`config.mk`:
```
export PLATFORM = sky130hd
export DESIGN_NAME = dual_slope_pwm_timer
export DESIGN_NICKNAME = d
export VERILOG_FILES = /design/src/pwm_timer_pkg.sv /design/src/dual_slope_pwm_timer.sv /design/src/tick_prescaler.sv
export SDC_FILE = /design/constraint.sdc
export NUM_CORES = 1
export LEC_CHECK = 0
export BUFFER_PORTS_ARGS = -buffer_cell sky130_fd_sc_hd__buf_2
export CORE_AREA = 2 2 161 147
export CTS_CLUSTER_DIAMETER = 120
export DETAILED_ROUTE_END_ITERATION = 7
export DIE_AREA = 0 0 163 149
export GPL_TIMING_DRIVEN = 0
export HOLD_SLACK_MARGIN = 0.1
export SLEW_MARGIN = 5
export SYNTH_ARGS = -nofsm -noshare
export SYNTH_HDL_FRONTEND = slang
export SYNTH_HIERARCHICAL = 1
export SYNTH_SLANG_ARGS = --single-unit
export TNS_END_PERCENT = 5
```
`constraint.sdc`:
```
create_clock -name pclk -period 6.8 [get_ports pclk]
set_input_delay 1.02 -clock pclk [delete_from_list [all_inputs] [get_ports pclk]]
set_output_delay 1.02 -clock pclk [all_outputs]
set_load 0.02 [all_outputs]
```
`src/pwm_timer_pkg.sv`:
```
// constants, register map and carrier types for the dual-slope pwm timer
// assumes an apb master on pclk and a single synchronous clock domain
// Overview of operation
// - phase correct mode sets overflow flag on the tick where counter is at bottom.
// - phase correct with register top raises that source's flag when buffers load at top.
// - with a fixed top, compare writes clear bits above the active resolution.
// - phase correct loads buffered compares at top; top change may give asymmetric period.
// - output action two gives non-inverted pwm, three gives inverted pwm.
// - compare level reaches the pin only while its direction bit selects output.
// - non-inverting clears on up-count match, sets on down-count match; inverting opposite.
// - counter steps on prescaled tick of 1, 8, 64, 256 or 1024; period twice top.
// - compare at bottom holds output low, at top holds it high; inverted gives opposite.
// - phase-and-frequency correct is mode 8 (capture top) or mode 9 (channel a top).
// - counter runs 0x0000 up to top, holds top one tick, then down to bottom.
// - phase-and-frequency correct loads buffers at bottom with overflow flag in that tick.
// - phase-and-frequency correct with register top sets that source's flag at top.
// - a channel's compare flag sets on each dual-slope tick where counter equals its active compare value.
// - all logic on pclk; the prescaled tick only enables steps, flags, output levels and buffer loads.
// - phase correct is modes 1, 2, 3 (tops 0x00FF, 0x01FF, 0x03FF), 10 or 11.
package pwm_timer_pkg;
	localparam int          ADDR_W      = 8;
	localparam int          CNT_W       = 16;
	localparam int          NUM_CH      = 3;
	localparam logic [7:0]  OFS_CTRL    = 8'h00;
	localparam logic [7:0]  OFS_OUTCFG  = 8'h04;
	localparam logic [7:0]  OFS_COUNT   = 8'h08;
	localparam logic [7:0]  OFS_CMP_A   = 8'h0C;
	localparam logic [7:0]  OFS_CMP_B   = 8'h10;
	localparam logic [7:0]  OFS_CMP_C   = 8'h14;
	localparam logic [7:0]  OFS_CAPTOP  = 8'h18;
	localparam logic [7:0]  OFS_FLAGS   = 8'h1C;
	localparam logic [7:0]  OFS_STATUS  = 8'h20;
	localparam int          CTRL_MODE_LSB = 0;
	localparam int          CTRL_CS_LSB   = 4;
	localparam int          OUTCFG_DIR_LSB = 8;
	localparam int          FLAG_OVF    = 0;
	localparam int          FLAG_CMP_LSB = 1;
	localparam int          FLAG_CAP    = 4;
	localparam logic [15:0] BOTTOM      = 16'h0000;
	localparam logic [15:0] TOP_8BIT    = 16'h00FF;
	localparam logic [15:0] TOP_9BIT    = 16'h01FF;
	localparam logic [15:0] TOP_10BIT   = 16'h03FF;
	localparam logic [3:0]  MODE_PC8    = 4'h1;
	localparam logic [3:0]  MODE_PC9    = 4'h2;
	localparam logic [3:0]  MODE_PC10   = 4'h3;
	localparam logic [3:0]  MODE_PFC_CAP = 4'h8;
	localparam logic [3:0]  MODE_PFC_A  = 4'h9;
	localparam logic [3:0]  MODE_PC_CAP = 4'hA;
	localparam logic [3:0]  MODE_PC_A   = 4'hB;
	localparam logic [1:0]  ACT_OFF     = 2'h0;
	localparam logic [1:0]  ACT_TOGGLE  = 2'h1;
	localparam logic [1:0]  ACT_NONINV  = 2'h2;
	localparam logic [1:0]  ACT_INV     = 2'h3;
	localparam logic [2:0]  CS_STOP     = 3'h0;
	localparam logic [2:0]  CS_DIV1     = 3'h1;
	localparam logic [2:0]  CS_DIV8     = 3'h2;
	localparam logic [2:0]  CS_DIV64    = 3'h3;
	localparam logic [2:0]  CS_DIV256   = 3'h4;
	localparam logic [2:0]  CS_DIV1024  = 3'h5;
	localparam int          PRESC_W     = 10;
	localparam int          DIV8        = 8;
	localparam int          DIV64       = 64;
	localparam int          DIV256      = 256;
	localparam int          DIV1024     = 1024;

	typedef struct packed {
		logic              psel;
		logic              penable;
		logic              pwrite;
		logic [ADDR_W-1:0] paddr;
		logic [31:0]       pwdata;
	} apb_req_t;

	typedef struct packed {
		logic              capture_flag;
		logic [NUM_CH-1:0] compare_match_flag;
		logic              overflow_flag;
	} flags_t;
endpackage

```
`src/dual_slope_pwm_timer.sv`:
```
// dual-slope pwm timer: apb registers, up/down counter, buffered compares, flags
// assumes a single pclk domain and an apb master that holds requests until pready
//
// Added by the designer: the address map and the APB slave port.
`timescale 1ns/1ps
`default_nettype none
module dual_slope_pwm_timer
	import pwm_timer_pkg::*;
#(
	parameter int NCH = NUM_CH
)
(
	input  wire logic         pclk,
	input  wire logic         presetn,
	input  wire logic         ce,
	input  wire apb_req_t     apb_req,
	output logic [31:0]       prdata,
	output logic              pready,
	output logic              pslverr,
	output logic [NCH-1:0]    compare_output,
	output logic [NCH-1:0]    compare_output_oe,
	output flags_t            flags
);
	typedef enum logic [1:0] {
		SLOPE_OFF  = 2'b00,
		SLOPE_UP   = 2'b01,
		SLOPE_DOWN = 2'b10
	} slope_t;

	logic [3:0]       waveform_mode_sel;
	logic [2:0]       clock_sel_reg;
	logic [1:0]       output_action_sel [NCH];
	logic [NCH-1:0]   pin_direction_bit;
	logic [15:0]      count_value;
	logic [15:0]      compare_value_reg [NCH];
	logic [15:0]      compare_active_reg [NCH];
	logic [15:0]      capture_top_reg;
	logic [NCH-1:0]   out_level_reg;
	flags_t           flags_reg;
	slope_t           slope_reg;
	logic [31:0]      prdata_reg;
	logic             timer_tick_enable;
	logic             wr_en;
	logic             rd_setup;
	logic             addr_ok;
	logic [15:0]      top_value;
	logic             dual_mode;
	logic             pfc_mode;
	logic             at_top;
	logic             at_bottom;
	logic             buffer_load;
	flags_t           flag_set;
	flags_t           flag_clr;

	// fixed top for the 8/9/10-bit phase correct modes, zero otherwise
	function automatic logic [15:0] fixed_top(input logic [3:0] mode);
		case (mode)
			MODE_PC8:  fixed_top = TOP_8BIT;
			MODE_PC9:  fixed_top = TOP_9BIT;
			MODE_PC10: fixed_top = TOP_10BIT;
			default:   fixed_top = 16'h0000;
		endcase
	endfunction

	function automatic logic is_pfc(input logic [3:0] mode);
		is_pfc = (mode == MODE_PFC_CAP) || (mode == MODE_PFC_A);
	endfunction

	function automatic logic is_pc(input logic [3:0] mode);
		is_pc = (fixed_top(mode) != 16'h0000) || (mode == MODE_PC_CAP) || (mode == MODE_PC_A);
	endfunction

	function automatic logic top_from_capture(input logic [3:0] mode);
		top_from_capture = (mode == MODE_PFC_CAP) || (mode == MODE_PC_CAP);
	endfunction

	function automatic logic top_from_a(input logic [3:0] mode);
		top_from_a = (mode == MODE_PFC_A) || (mode == MODE_PC_A);
	endfunction

	tick_prescaler u_prescaler (
		.pclk              (pclk),
		.presetn           (presetn),
		.ce                (ce),
		.clock_sel         (clock_sel_reg),
		.timer_tick_enable (timer_tick_enable)
	);

	// mode decode and top selection
	always_comb begin
		pfc_mode  = is_pfc(waveform_mode_sel);
		dual_mode = pfc_mode || is_pc(waveform_mode_sel);
		if (top_from_capture(waveform_mode_sel))
			top_value = capture_top_reg;
		else if (top_from_a(waveform_mode_sel))
			top_value = compare_active_reg[0];
		else
			top_value = fixed_top(waveform_mode_sel);
		at_top      = (count_value == top_value);
		at_bottom   = (count_value == BOTTOM);
		// phase correct loads at top, phase-and-frequency correct at bottom
		buffer_load = timer_tick_enable && dual_mode && (pfc_mode ? at_bottom : at_top);
	end

	// apb slave: zero wait states, read data captured during setup
	assign pready   = ce;
	assign wr_en    = ce && apb_req.psel && apb_req.penable && apb_req.pwrite && addr_ok;
	assign rd_setup = ce && apb_req.psel && !apb_req.penable && !apb_req.pwrite;
	assign pslverr  = apb_req.psel && apb_req.penable && !addr_ok;
	assign prdata   = prdata_reg;

	always_comb begin
		case (apb_req.paddr)
			OFS_CTRL, OFS_OUTCFG, OFS_COUNT, OFS_CMP_A, OFS_CMP_B,
			OFS_CMP_C, OFS_CAPTOP, OFS_FLAGS, OFS_STATUS: addr_ok = 1'b1;
			default:                                      addr_ok = 1'b0;
		endcase
	end

	always_ff @(posedge pclk or negedge presetn) begin
		if (!presetn) begin
			prdata_reg <= 32'h0000_0000;
		end else if (rd_setup) begin
			prdata_reg <= 32'h0000_0000;
			case (apb_req.paddr)
				OFS_CTRL:   prdata_reg <= {25'h0, clock_sel_reg, waveform_mode_sel};
				OFS_OUTCFG: prdata_reg <= {21'h0, pin_direction_bit, 2'h0, output_action_sel[2],
					output_action_sel[1], output_action_sel[0]};
				OFS_COUNT:  prdata_reg <= {16'h0, count_value};
				OFS_CMP_A:  prdata_reg <= {16'h0, compare_value_reg[0]};
				OFS_CMP_B:  prdata_reg <= {16'h0, compare_value_reg[1]};
				OFS_CMP_C:  prdata_reg <= {16'h0, compare_value_reg[2]};
				OFS_CAPTOP: prdata_reg <= {16'h0, capture_top_reg};
				OFS_FLAGS:  prdata_reg <= {27'h0, flags_reg};
				OFS_STATUS: prdata_reg <= {26'h0, slope_reg, out_level_reg, 1'b0} >> 1;
				default:    prdata_reg <= 32'h0000_0000;
			endcase
		end
	end

	// configuration registers
	always_ff @(posedge pclk or negedge presetn) begin
		if (!presetn) begin
			waveform_mode_sel <= 4'h0;
			clock_sel_reg     <= CS_STOP;
			pin_direction_bit <= '0;
			capture_top_reg   <= 16'h0000;
			for (int i = 0; i < NCH; i++)
				output_action_sel[i] <= ACT_OFF;
		end else if (wr_en) begin
			case (apb_req.paddr)
				OFS_CTRL: begin
					waveform_mode_sel <= apb_req.pwdata[CTRL_MODE_LSB +: 4];
					clock_sel_reg     <= apb_req.pwdata[CTRL_CS_LSB +: 3];
				end
				OFS_OUTCFG: begin
					for (int i = 0; i < NCH; i++)
						output_action_sel[i] <= apb_req.pwdata[2*i +: 2];
					pin_direction_bit <= apb_req.pwdata[OUTCFG_DIR_LSB +: NCH];
				end
				// capture top is unbuffered: takes effect at once
				OFS_CAPTOP: capture_top_reg <= apb_req.pwdata[15:0];
				default: begin
				end
			endcase
		end
	end

	// compare buffers and their active copies
	always_ff @(posedge pclk or negedge presetn) begin
		if (!presetn) begin
			for (int i = 0; i < NCH; i++) begin
				compare_value_reg[i]  <= 16'h0000;
				compare_active_reg[i] <= 16'h0000;
			end
		end else if (ce) begin
			for (int i = 0; i < NCH; i++) begin
				if (wr_en && apb_req.paddr == 8'(OFS_CMP_A + 8'(4*i))) begin
					if (fixed_top(waveform_mode_sel) != 16'h0000)
						compare_value_reg[i] <= apb_req.pwdata[15:0] & fixed_top(waveform_mode_sel);
					else
						compare_value_reg[i] <= apb_req.pwdata[15:0];
				end
				// outside the dual-slope modes the compare is unbuffered
				if (buffer_load || !dual_mode)
					compare_active_reg[i] <= compare_value_reg[i];
			end
		end
	end

	// up/down counter; the top value stands for exactly one tick
	always_ff @(posedge pclk or negedge presetn) begin
		if (!presetn) begin
			count_value <= BOTTOM;
			slope_reg   <= SLOPE_UP;
		end else if (ce) begin
			if (wr_en && apb_req.paddr == OFS_COUNT) begin
				count_value <= apb_req.pwdata[15:0];
			end else if (timer_tick_enable && dual_mode) begin
				case (slope_reg)
					SLOPE_UP: begin
						if (at_top) begin
							count_value <= count_value - 16'h0001;
							slope_reg   <= SLOPE_DOWN;
						end else begin
							// above top after a top change: runs on and wraps
							count_value <= count_value + 16'h0001;
						end
					end
					SLOPE_DOWN: begin
						if (at_bottom) begin
							count_value <= BOTTOM + 16'h0001;
							slope_reg   <= SLOPE_UP;
						end else begin
							count_value <= count_value - 16'h0001;
						end
					end
					default: slope_reg <= SLOPE_UP;
				endcase
			end
		end
	end

	// flag set events, all qualified by the timer tick; clears come from flag writes
	always_comb begin
		flag_set = '0;
		if (timer_tick_enable && dual_mode) begin
			flag_set.overflow_flag = at_bottom;
			// register top: its flag rises at top, with the top-time buffer load in pc mode
			flag_set.capture_flag = at_top && top_from_capture(waveform_mode_sel);
			for (int i = 0; i < NCH; i++)
				flag_set.compare_match_flag[i] = (count_value == compare_active_reg[i]);
			if (top_from_a(waveform_mode_sel) && at_top)
				flag_set.compare_match_flag[0] = 1'b1;
		end
		flag_clr = '0;
		if (wr_en && apb_req.paddr == OFS_FLAGS)
			flag_clr = flags_t'(apb_req.pwdata[4:0]);
	end

	// write one to clear; a set in the same cycle wins
	always_ff @(posedge pclk or negedge presetn) begin
		if (!presetn)
			flags_reg <= '0;
		else if (ce)
			flags_reg <= (flags_reg & ~flag_clr) | flag_set;
	end

	assign flags = flags_reg;

	// output levels: a match on the rising slope or at bottom clears (non-inverted),
	// a match at top or on the falling slope sets, so the extreme values hold steady
	always_ff @(posedge pclk or negedge presetn) begin
		if (!presetn) begin
			out_level_reg <= '0;
		end else if (ce && timer_tick_enable && dual_mode) begin
			for (int i = 0; i < NCH; i++) begin
				if (count_value == compare_active_reg[i]) begin
					case (output_action_sel[i])
						ACT_NONINV: out_level_reg[i] <= at_top || (slope_reg == SLOPE_DOWN && !at_bottom);
						ACT_INV:    out_level_reg[i] <= !(at_top || (slope_reg == SLOPE_DOWN && !at_bottom));
						ACT_TOGGLE: begin
							if (i == 0 && waveform_mode_sel[3])
								out_level_reg[i] <= !out_level_reg[i];
						end
						default: begin
						end
					endcase
				end
			end
		end
	end

	// pin drive: connected action and direction bit both required
	always_comb begin
		for (int i = 0; i < NCH; i++) begin
			compare_output_oe[i] = pin_direction_bit[i] && (output_action_sel[i][1] ||
				(i == 0 && output_action_sel[i] == ACT_TOGGLE && waveform_mode_sel[3]));
			compare_output[i] = compare_output_oe[i] && out_level_reg[i];
		end
	end
endmodule
`default_nettype wire

```
`src/tick_prescaler.sv`:
```
// prescaler that turns pclk into a one-cycle timer tick enable
// assumes clock select is stable register state from the timer
`timescale 1ns/1ps
`default_nettype none
module tick_prescaler
	import pwm_timer_pkg::*;
(
	input  wire logic       pclk,
	input  wire logic       presetn,
	input  wire logic       ce,
	input  wire logic [2:0] clock_sel,
	output logic            timer_tick_enable
);
	logic [PRESC_W-1:0] div_reg;
	logic               hit;

	always_ff @(posedge pclk or negedge presetn) begin
		if (!presetn) begin
			div_reg <= '0;
		end else if (ce) begin
			if (clock_sel == CS_STOP)
				div_reg <= '0;
			else
				div_reg <= div_reg + 1'b1;
		end
	end

	// free-running divider: first tick after a select change may come early
	always_comb begin
		case (clock_sel)
			CS_DIV1:    hit = 1'b1;
			CS_DIV8:    hit = (div_reg[2:0] == 3'(DIV8 - 1));
			CS_DIV64:   hit = (div_reg[5:0] == 6'(DIV64 - 1));
			CS_DIV256:  hit = (div_reg[7:0] == 8'(DIV256 - 1));
			CS_DIV1024: hit = (div_reg == PRESC_W'(DIV1024 - 1));
			default:    hit = 1'b0;
		endcase
	end

	assign timer_tick_enable = ce && hit;
endmodule
`default_nettype wire
```
# Word-level counts from Yosys, hierarchy flattened
# Index checks and enable logic that the tools add are counted.
dict set report totals {
  register_bits 196
  out_inout_bits 45
  wordCells 183
}
dict set report classes {
  add_sub_neg 3
  n_eq_ne 40
  n_mux 41
  n_bitwise 7
  n_reduce_logical 69
}
# operator count
set ops {}
lappend ops {{16-bit two-way mux} 24}
lappend ops {{16-bit one-hot mux with 9 select lines} 1}
lappend ops {{16-bit equality test} 4}
lappend ops {{16-bit nonzero test} 4}
lappend ops {{16-bit AND} 3}
lappend ops {{8-bit by 5-bit equality test with 1-bit output (second input constant)} 4}
lappend ops {{16-bit one-hot mux with 2 select lines} 1}
lappend ops {{10-bit one-hot mux with 3 select lines} 1}
lappend ops {{1-bit logical AND} 28}
lappend ops {{16-bit by 1-bit adder with 16-bit output (second input constant)} 1}
lappend ops {{4-bit equality test (second input constant)} 4}
lappend ops {{8-bit by 4-bit equality test with 1-bit output (second input constant)} 2}
lappend ops {{16-bit zero test} 1}
lappend ops {{16-bit by 1-bit subtractor with 16-bit output (second input constant)} 1}
lappend ops {{2-bit equality test (second input constant)} 7}
lappend ops {{2-bit AND reduction} 7}
lappend ops {{10-bit by 1-bit adder with 10-bit output (second input constant)} 1}
lappend ops {{10-bit equality test (second input constant)} 1}
lappend ops {{10-bit two-way mux} 1}
lappend ops {{5-bit two-way mux} 2}
lappend ops {{3-bit equality test (second input constant)} 3}
lappend ops {{1-bit logical OR} 9}
lappend ops {{3-bit AND reduction} 3}
lappend ops {{9-bit OR reduction} 1}
lappend ops {{other kinds (27)} 46}

# Logic depth before layout (Yosys ltp)
dict set report logic_depth {
  word_depth 13
  depth_mapped 14
  ltp_nobuf 13
}

# Cells and area by module
# The synthesis kept the hierarchy.
# module instances cells_per_inst area_per_inst_um2 seq_area_each_um2
set by_module_without_submodules {}
lappend by_module_without_submodules {dual_slope_pwm_timer 1 947 9419.0 4255.3}
lappend by_module_without_submodules {tick_prescaler 1 61 580.6 250.2}

# Least setup slack after synthesis
# No wires, ideal clock.
dict set report synth_path {
  path_kind {reg2reg}
  startpoint {register waveform_mode_sel[0]}
  endpoint {register compare_active_reg[15] (netlist bit)}
  arrival_time_ns 2.942
  t_required_ns 6.673
  slack_ns 3.731
  stages_incl_launch_ff 14
  n_path_buf 4
  synth_period_minus_slack_ns 3.069
  cell_sequence {dfrtp_1 buf_4 buf_6 mux2i_1 a21oi_1 or4_1 a222oi_1 o2111a_2 nand2_2 o211ai_2 o311a_2 buf_6 buf_8 mux2_1}
}
dict set report synth_between {
  elab_chain_cells 10
}
# element line_no
set synth_lines {}
lappend synth_lines {{start: declaration} dual_slope_pwm_timer.sv:30} ;# logic [3:0] waveform_mode_sel;
lappend synth_lines {{start signal: assignment} dual_slope_pwm_timer.sv:153} ;# waveform_mode_sel <= apb_req.pwdata[CTRL_MODE_LSB +: 4];
lappend synth_lines {{parallel branches: the longest is 8 deep, another holds 16-bit two-way mux} n/a}
lappend synth_lines {{1-bit logical OR (*)} dual_slope_pwm_timer.sv:185} ;# if (buffer_load || !dual_mode)
lappend synth_lines {{2-bit AND reduction (no source line) (*)} n/a}
lappend synth_lines {{end signal: indexed assignment} dual_slope_pwm_timer.sv:186} ;# compare_active_reg[i] <= compare_value_reg[i];
lappend synth_lines {{end: declaration} dual_slope_pwm_timer.sv:36} ;# logic [15:0] compare_active_reg [NCH];
# Mark *: on every way between the ends.
# A chain may end at the register's enable or synchronous reset.

# Worst setup path after layout
dict set report layout_path {
  startpoint {register count_value[0]}
  endpoint {register compare_active_reg[44] (netlist bit)}
}
dict set report layout_between {
  elab_chain_cells 5
}
# element line_no
set layout_lines {}
lappend layout_lines {{start: declaration} dual_slope_pwm_timer.sv:34} ;# logic [15:0] count_value;
lappend layout_lines {{start signal: assignment} dual_slope_pwm_timer.sv:198} ;# count_value <= apb_req.pwdata[15:0];
lappend layout_lines {{start signal: assignment} dual_slope_pwm_timer.sv:203} ;# count_value <= count_value - 16'h0001;
lappend layout_lines {{start signal: assignment} dual_slope_pwm_timer.sv:207} ;# count_value <= count_value + 16'h0001;
lappend layout_lines {{16-bit equality test / 16-bit zero test (equally long branches)} {dual_slope_pwm_timer.sv:99, dual_slope_pwm_timer.sv:100}}
lappend layout_lines {{1-bit two-way mux (*)} dual_slope_pwm_timer.sv:102} ;# buffer_load = timer_tick_enable && dual_mode && (pfc_mode ? at_bottom : at_top);
lappend layout_lines {{1-bit logical AND (*)} dual_slope_pwm_timer.sv:102}
lappend layout_lines {{1-bit logical OR (*)} dual_slope_pwm_timer.sv:185}
lappend layout_lines {{2-bit AND reduction (no source line) (*)} n/a}
# Mark *: on every way between the ends. The rest lies on a longest branch, timed or not.

==> impl_metrics.toml <==
[worst_setup_path]
start_kind = "flop"
cp-end-kind = "flop"
critPathKind = "reg2reg"
cp.required_ps = 7120
arrival_ps = 4460
cp_max_fo = 10

[synthesis]
ys_ff_latch = 180
ys.flop_type = "dfrtp_1"
synthArstFlopShare_pct = 100
ys_seq_area_share_pct = 45.1
synth.distinct_cells = 78
yosys_warnings = 6
postSynthAreaPerCell_sq_um = 9.92
synthCells = 1008
synth_area_sq_mm = 0.0100
synth_edf_count = 0

[pwr]
p_leak_nw = 5.32
powerDensity_mw_per_mm2 = 203
irDropWorstVdd_uv = 147

[global_routing]
grt_max_degree = 112
grtUsageTotal_pct = 28.2
grt_pass1_wl_mm = 50.9
use_met1_pct = 39.5
first_global_vias = 8400
overflow = 0
use_met3_pct = 6.31
grt.busiest_layer = "met2"
antenna_found_initial = 0
use_met2_pct = 43.1

[timing]
slew_headroom_pct = 6.11
min_period_ps = 4140
rsz0062_at_grt = "no"
slew_violations = 0
setup-violations-final = 0
fin_skew_ps = 22.0
worst_pin_slew_ps = 1400
finalCritPeriodShare_pct = 60.9
tns_ps = 0
hold_viol = 0
fmax_ghz = 0.241

[floorplan]
ios = 91
die_x_microns = 163
die_y_microns = 149
start_util_pct = 43.7
core_area_sq_mm = 0.0229
rows = 53
die_area_sq_mm = 0.0243

[final_layout]
final_common_cell = "dfrtp_1"
drive_gt1_share_pct = 18.7
nets = 1151
instances_no_fill = 1416
mostFrequentLayoutCells = "dfrtp_1, nand2_1, o21ai_0"
antenna_cells = 0
layout-area-overhead-vs-synth_pct = 13.9

[clock_tree]
ctsHoldBuffers = 0
clock-sinks = 180
postCtsSetupRepairBufs = 0
cts-resized-gates = 0
cts_tree = "built"
clockBufferDepth = 2
path_clk_slew_ps = 90
cts_buffers = 17
clk_latency_ps = 460
root_buffer = "clkbuf_16"
htreeDepth = 4

[route]
ant_nets = 0
wl_mm = 33.1
first_pass_iters = 5
dr.first_iter.drc_count = 866
wl_per_cell_microns = 23.4
drc_errors = 0
vias = 8478
vias_per_cell = 5.99

[flow_run]
maxCapViolCount = 0

[status]
outcome = "finished, final reports clean"

[placement]
place_inst = 1384
portBuffers = 58
gp_congestion = 0.943
dp_hpwl_mm = 24.5

[min_path]
hold_path_class = "reg2reg"
-- cell families (layout without fill, tap and decap cells) --
family	after synthesis	in the layout	share of synthesized area (%)
other cells	1	16	0.0375
fa+ha+maj	5	5	0.601
compound gates	243	243	15.8
buf+inv	102	193	5.11
flops	180	180	45.1
mux	122	122	13.4
xor+xnor	66	66	5.78
simple gates	289	289	14.2
-- stage by stage --
stage	utilization (%)	total power, mW	hold slack [ps]	setup WS (ps)	instance area (sq um)
floorplan	-	1.19	462	3730	10100
global placement	46.9	1.26	458	1650	10700
detailed placement	47.0	1.27	463	2340	10800
CTS	49.8	2.32	484	2810	11400
global route	49.8	2.38	505	2510	11400
finish	49.8	2.31	479	2660	11400
-- cell usage after synthesis (20+ instances only) --
| cell | count | share of area, % |
|---|---|---|
| a21oi_1 | 30 | 1.5 |
| nand3_1 | 28 | 1.4 |
| xnor2_1 | 27 | 2.4 |
| o21ai_0 | 95 | 4.8 |
| clkbuf_1 | 44 | 1.7 |
| nor2_1 | 55 | 2.1 |
| nor3_1 | 21 | 1.1 |
| nand2_1 | 96 | 3.6 |
| mux2_1 | 21 | 2.4 |
| buf_4 | 21 | 1.6 |
| a31oi_1 | 22 | 1.4 |
| inv_1 | 20 | 0.75 |
| xor2_1 | 39 | 3.4 |
| mux2i_1 | 26 | 2.6 |
| mux2_2 | 75 | 8.4 |
| dfrtp_1 | 179 | 45 |
-- critical path, cell delays in order, from the launching register on --
cell      delay, ps
dfrtp_1         440
clkbuf_1        380
inv_1           300
ha_1            340
nand2_1         190
or4b_1          620
nor3_1          510
nand2_1         140
o211ai_2        100
o311a_2         280
buf_6           210
buf_8           170
mux2_1          330
-- power by group --
group          internal, mW  switching (mW)
logic                0.0459           0.103
registers              1.08          0.0102
clock network         0.537           0.525
-- worst paths after layout --
kind	startpoint	cells after the start	slack, ps	to
worst max-delay path	count_value[0]$_DFFE_PN0P_	12	2660	compare_active_reg[44]$_DFFE_PN0P_
worst min-delay path	prdata[2]$_DFFE_PN0P_	1	480	prdata[2]$_DFFE_PN0P_
worst max register to register	count_value[0]$_DFFE_PN0P_	12	2660	compare_active_reg[44]$_DFFE_PN0P_
worst min register to register	prdata[2]$_DFFE_PN0P_	1	480	prdata[2]$_DFFE_PN0P_
max in group asynchronous	presetn	2	5350	count_value[4]$_DFFE_PN0P_
min in group asynchronous	presetn	1	500	compare_value_reg[11]$_DFFE_PN0P_
-- final cells by class --
cell class                      count  area [sq um]
Tap cell                          302           378
Timing Repair Buffer               59           328
Clock inverter                     15           199
Fill cell                        2163         11500
Multi-Input combinational cell    741          5040
Clock buffer                       17           425
Buffer                             82           435
Sequential cell                   180          4510
Inverter                           20          75.1
-- routing by layer --
metal  routed length (microns)  up-vias
met4                       931        0
met2                     14800      363
met5                         0        -
met1                     14700     4202
met3                      2650       56
li1                          -     3857
Power figures use the tool's default switching activity.
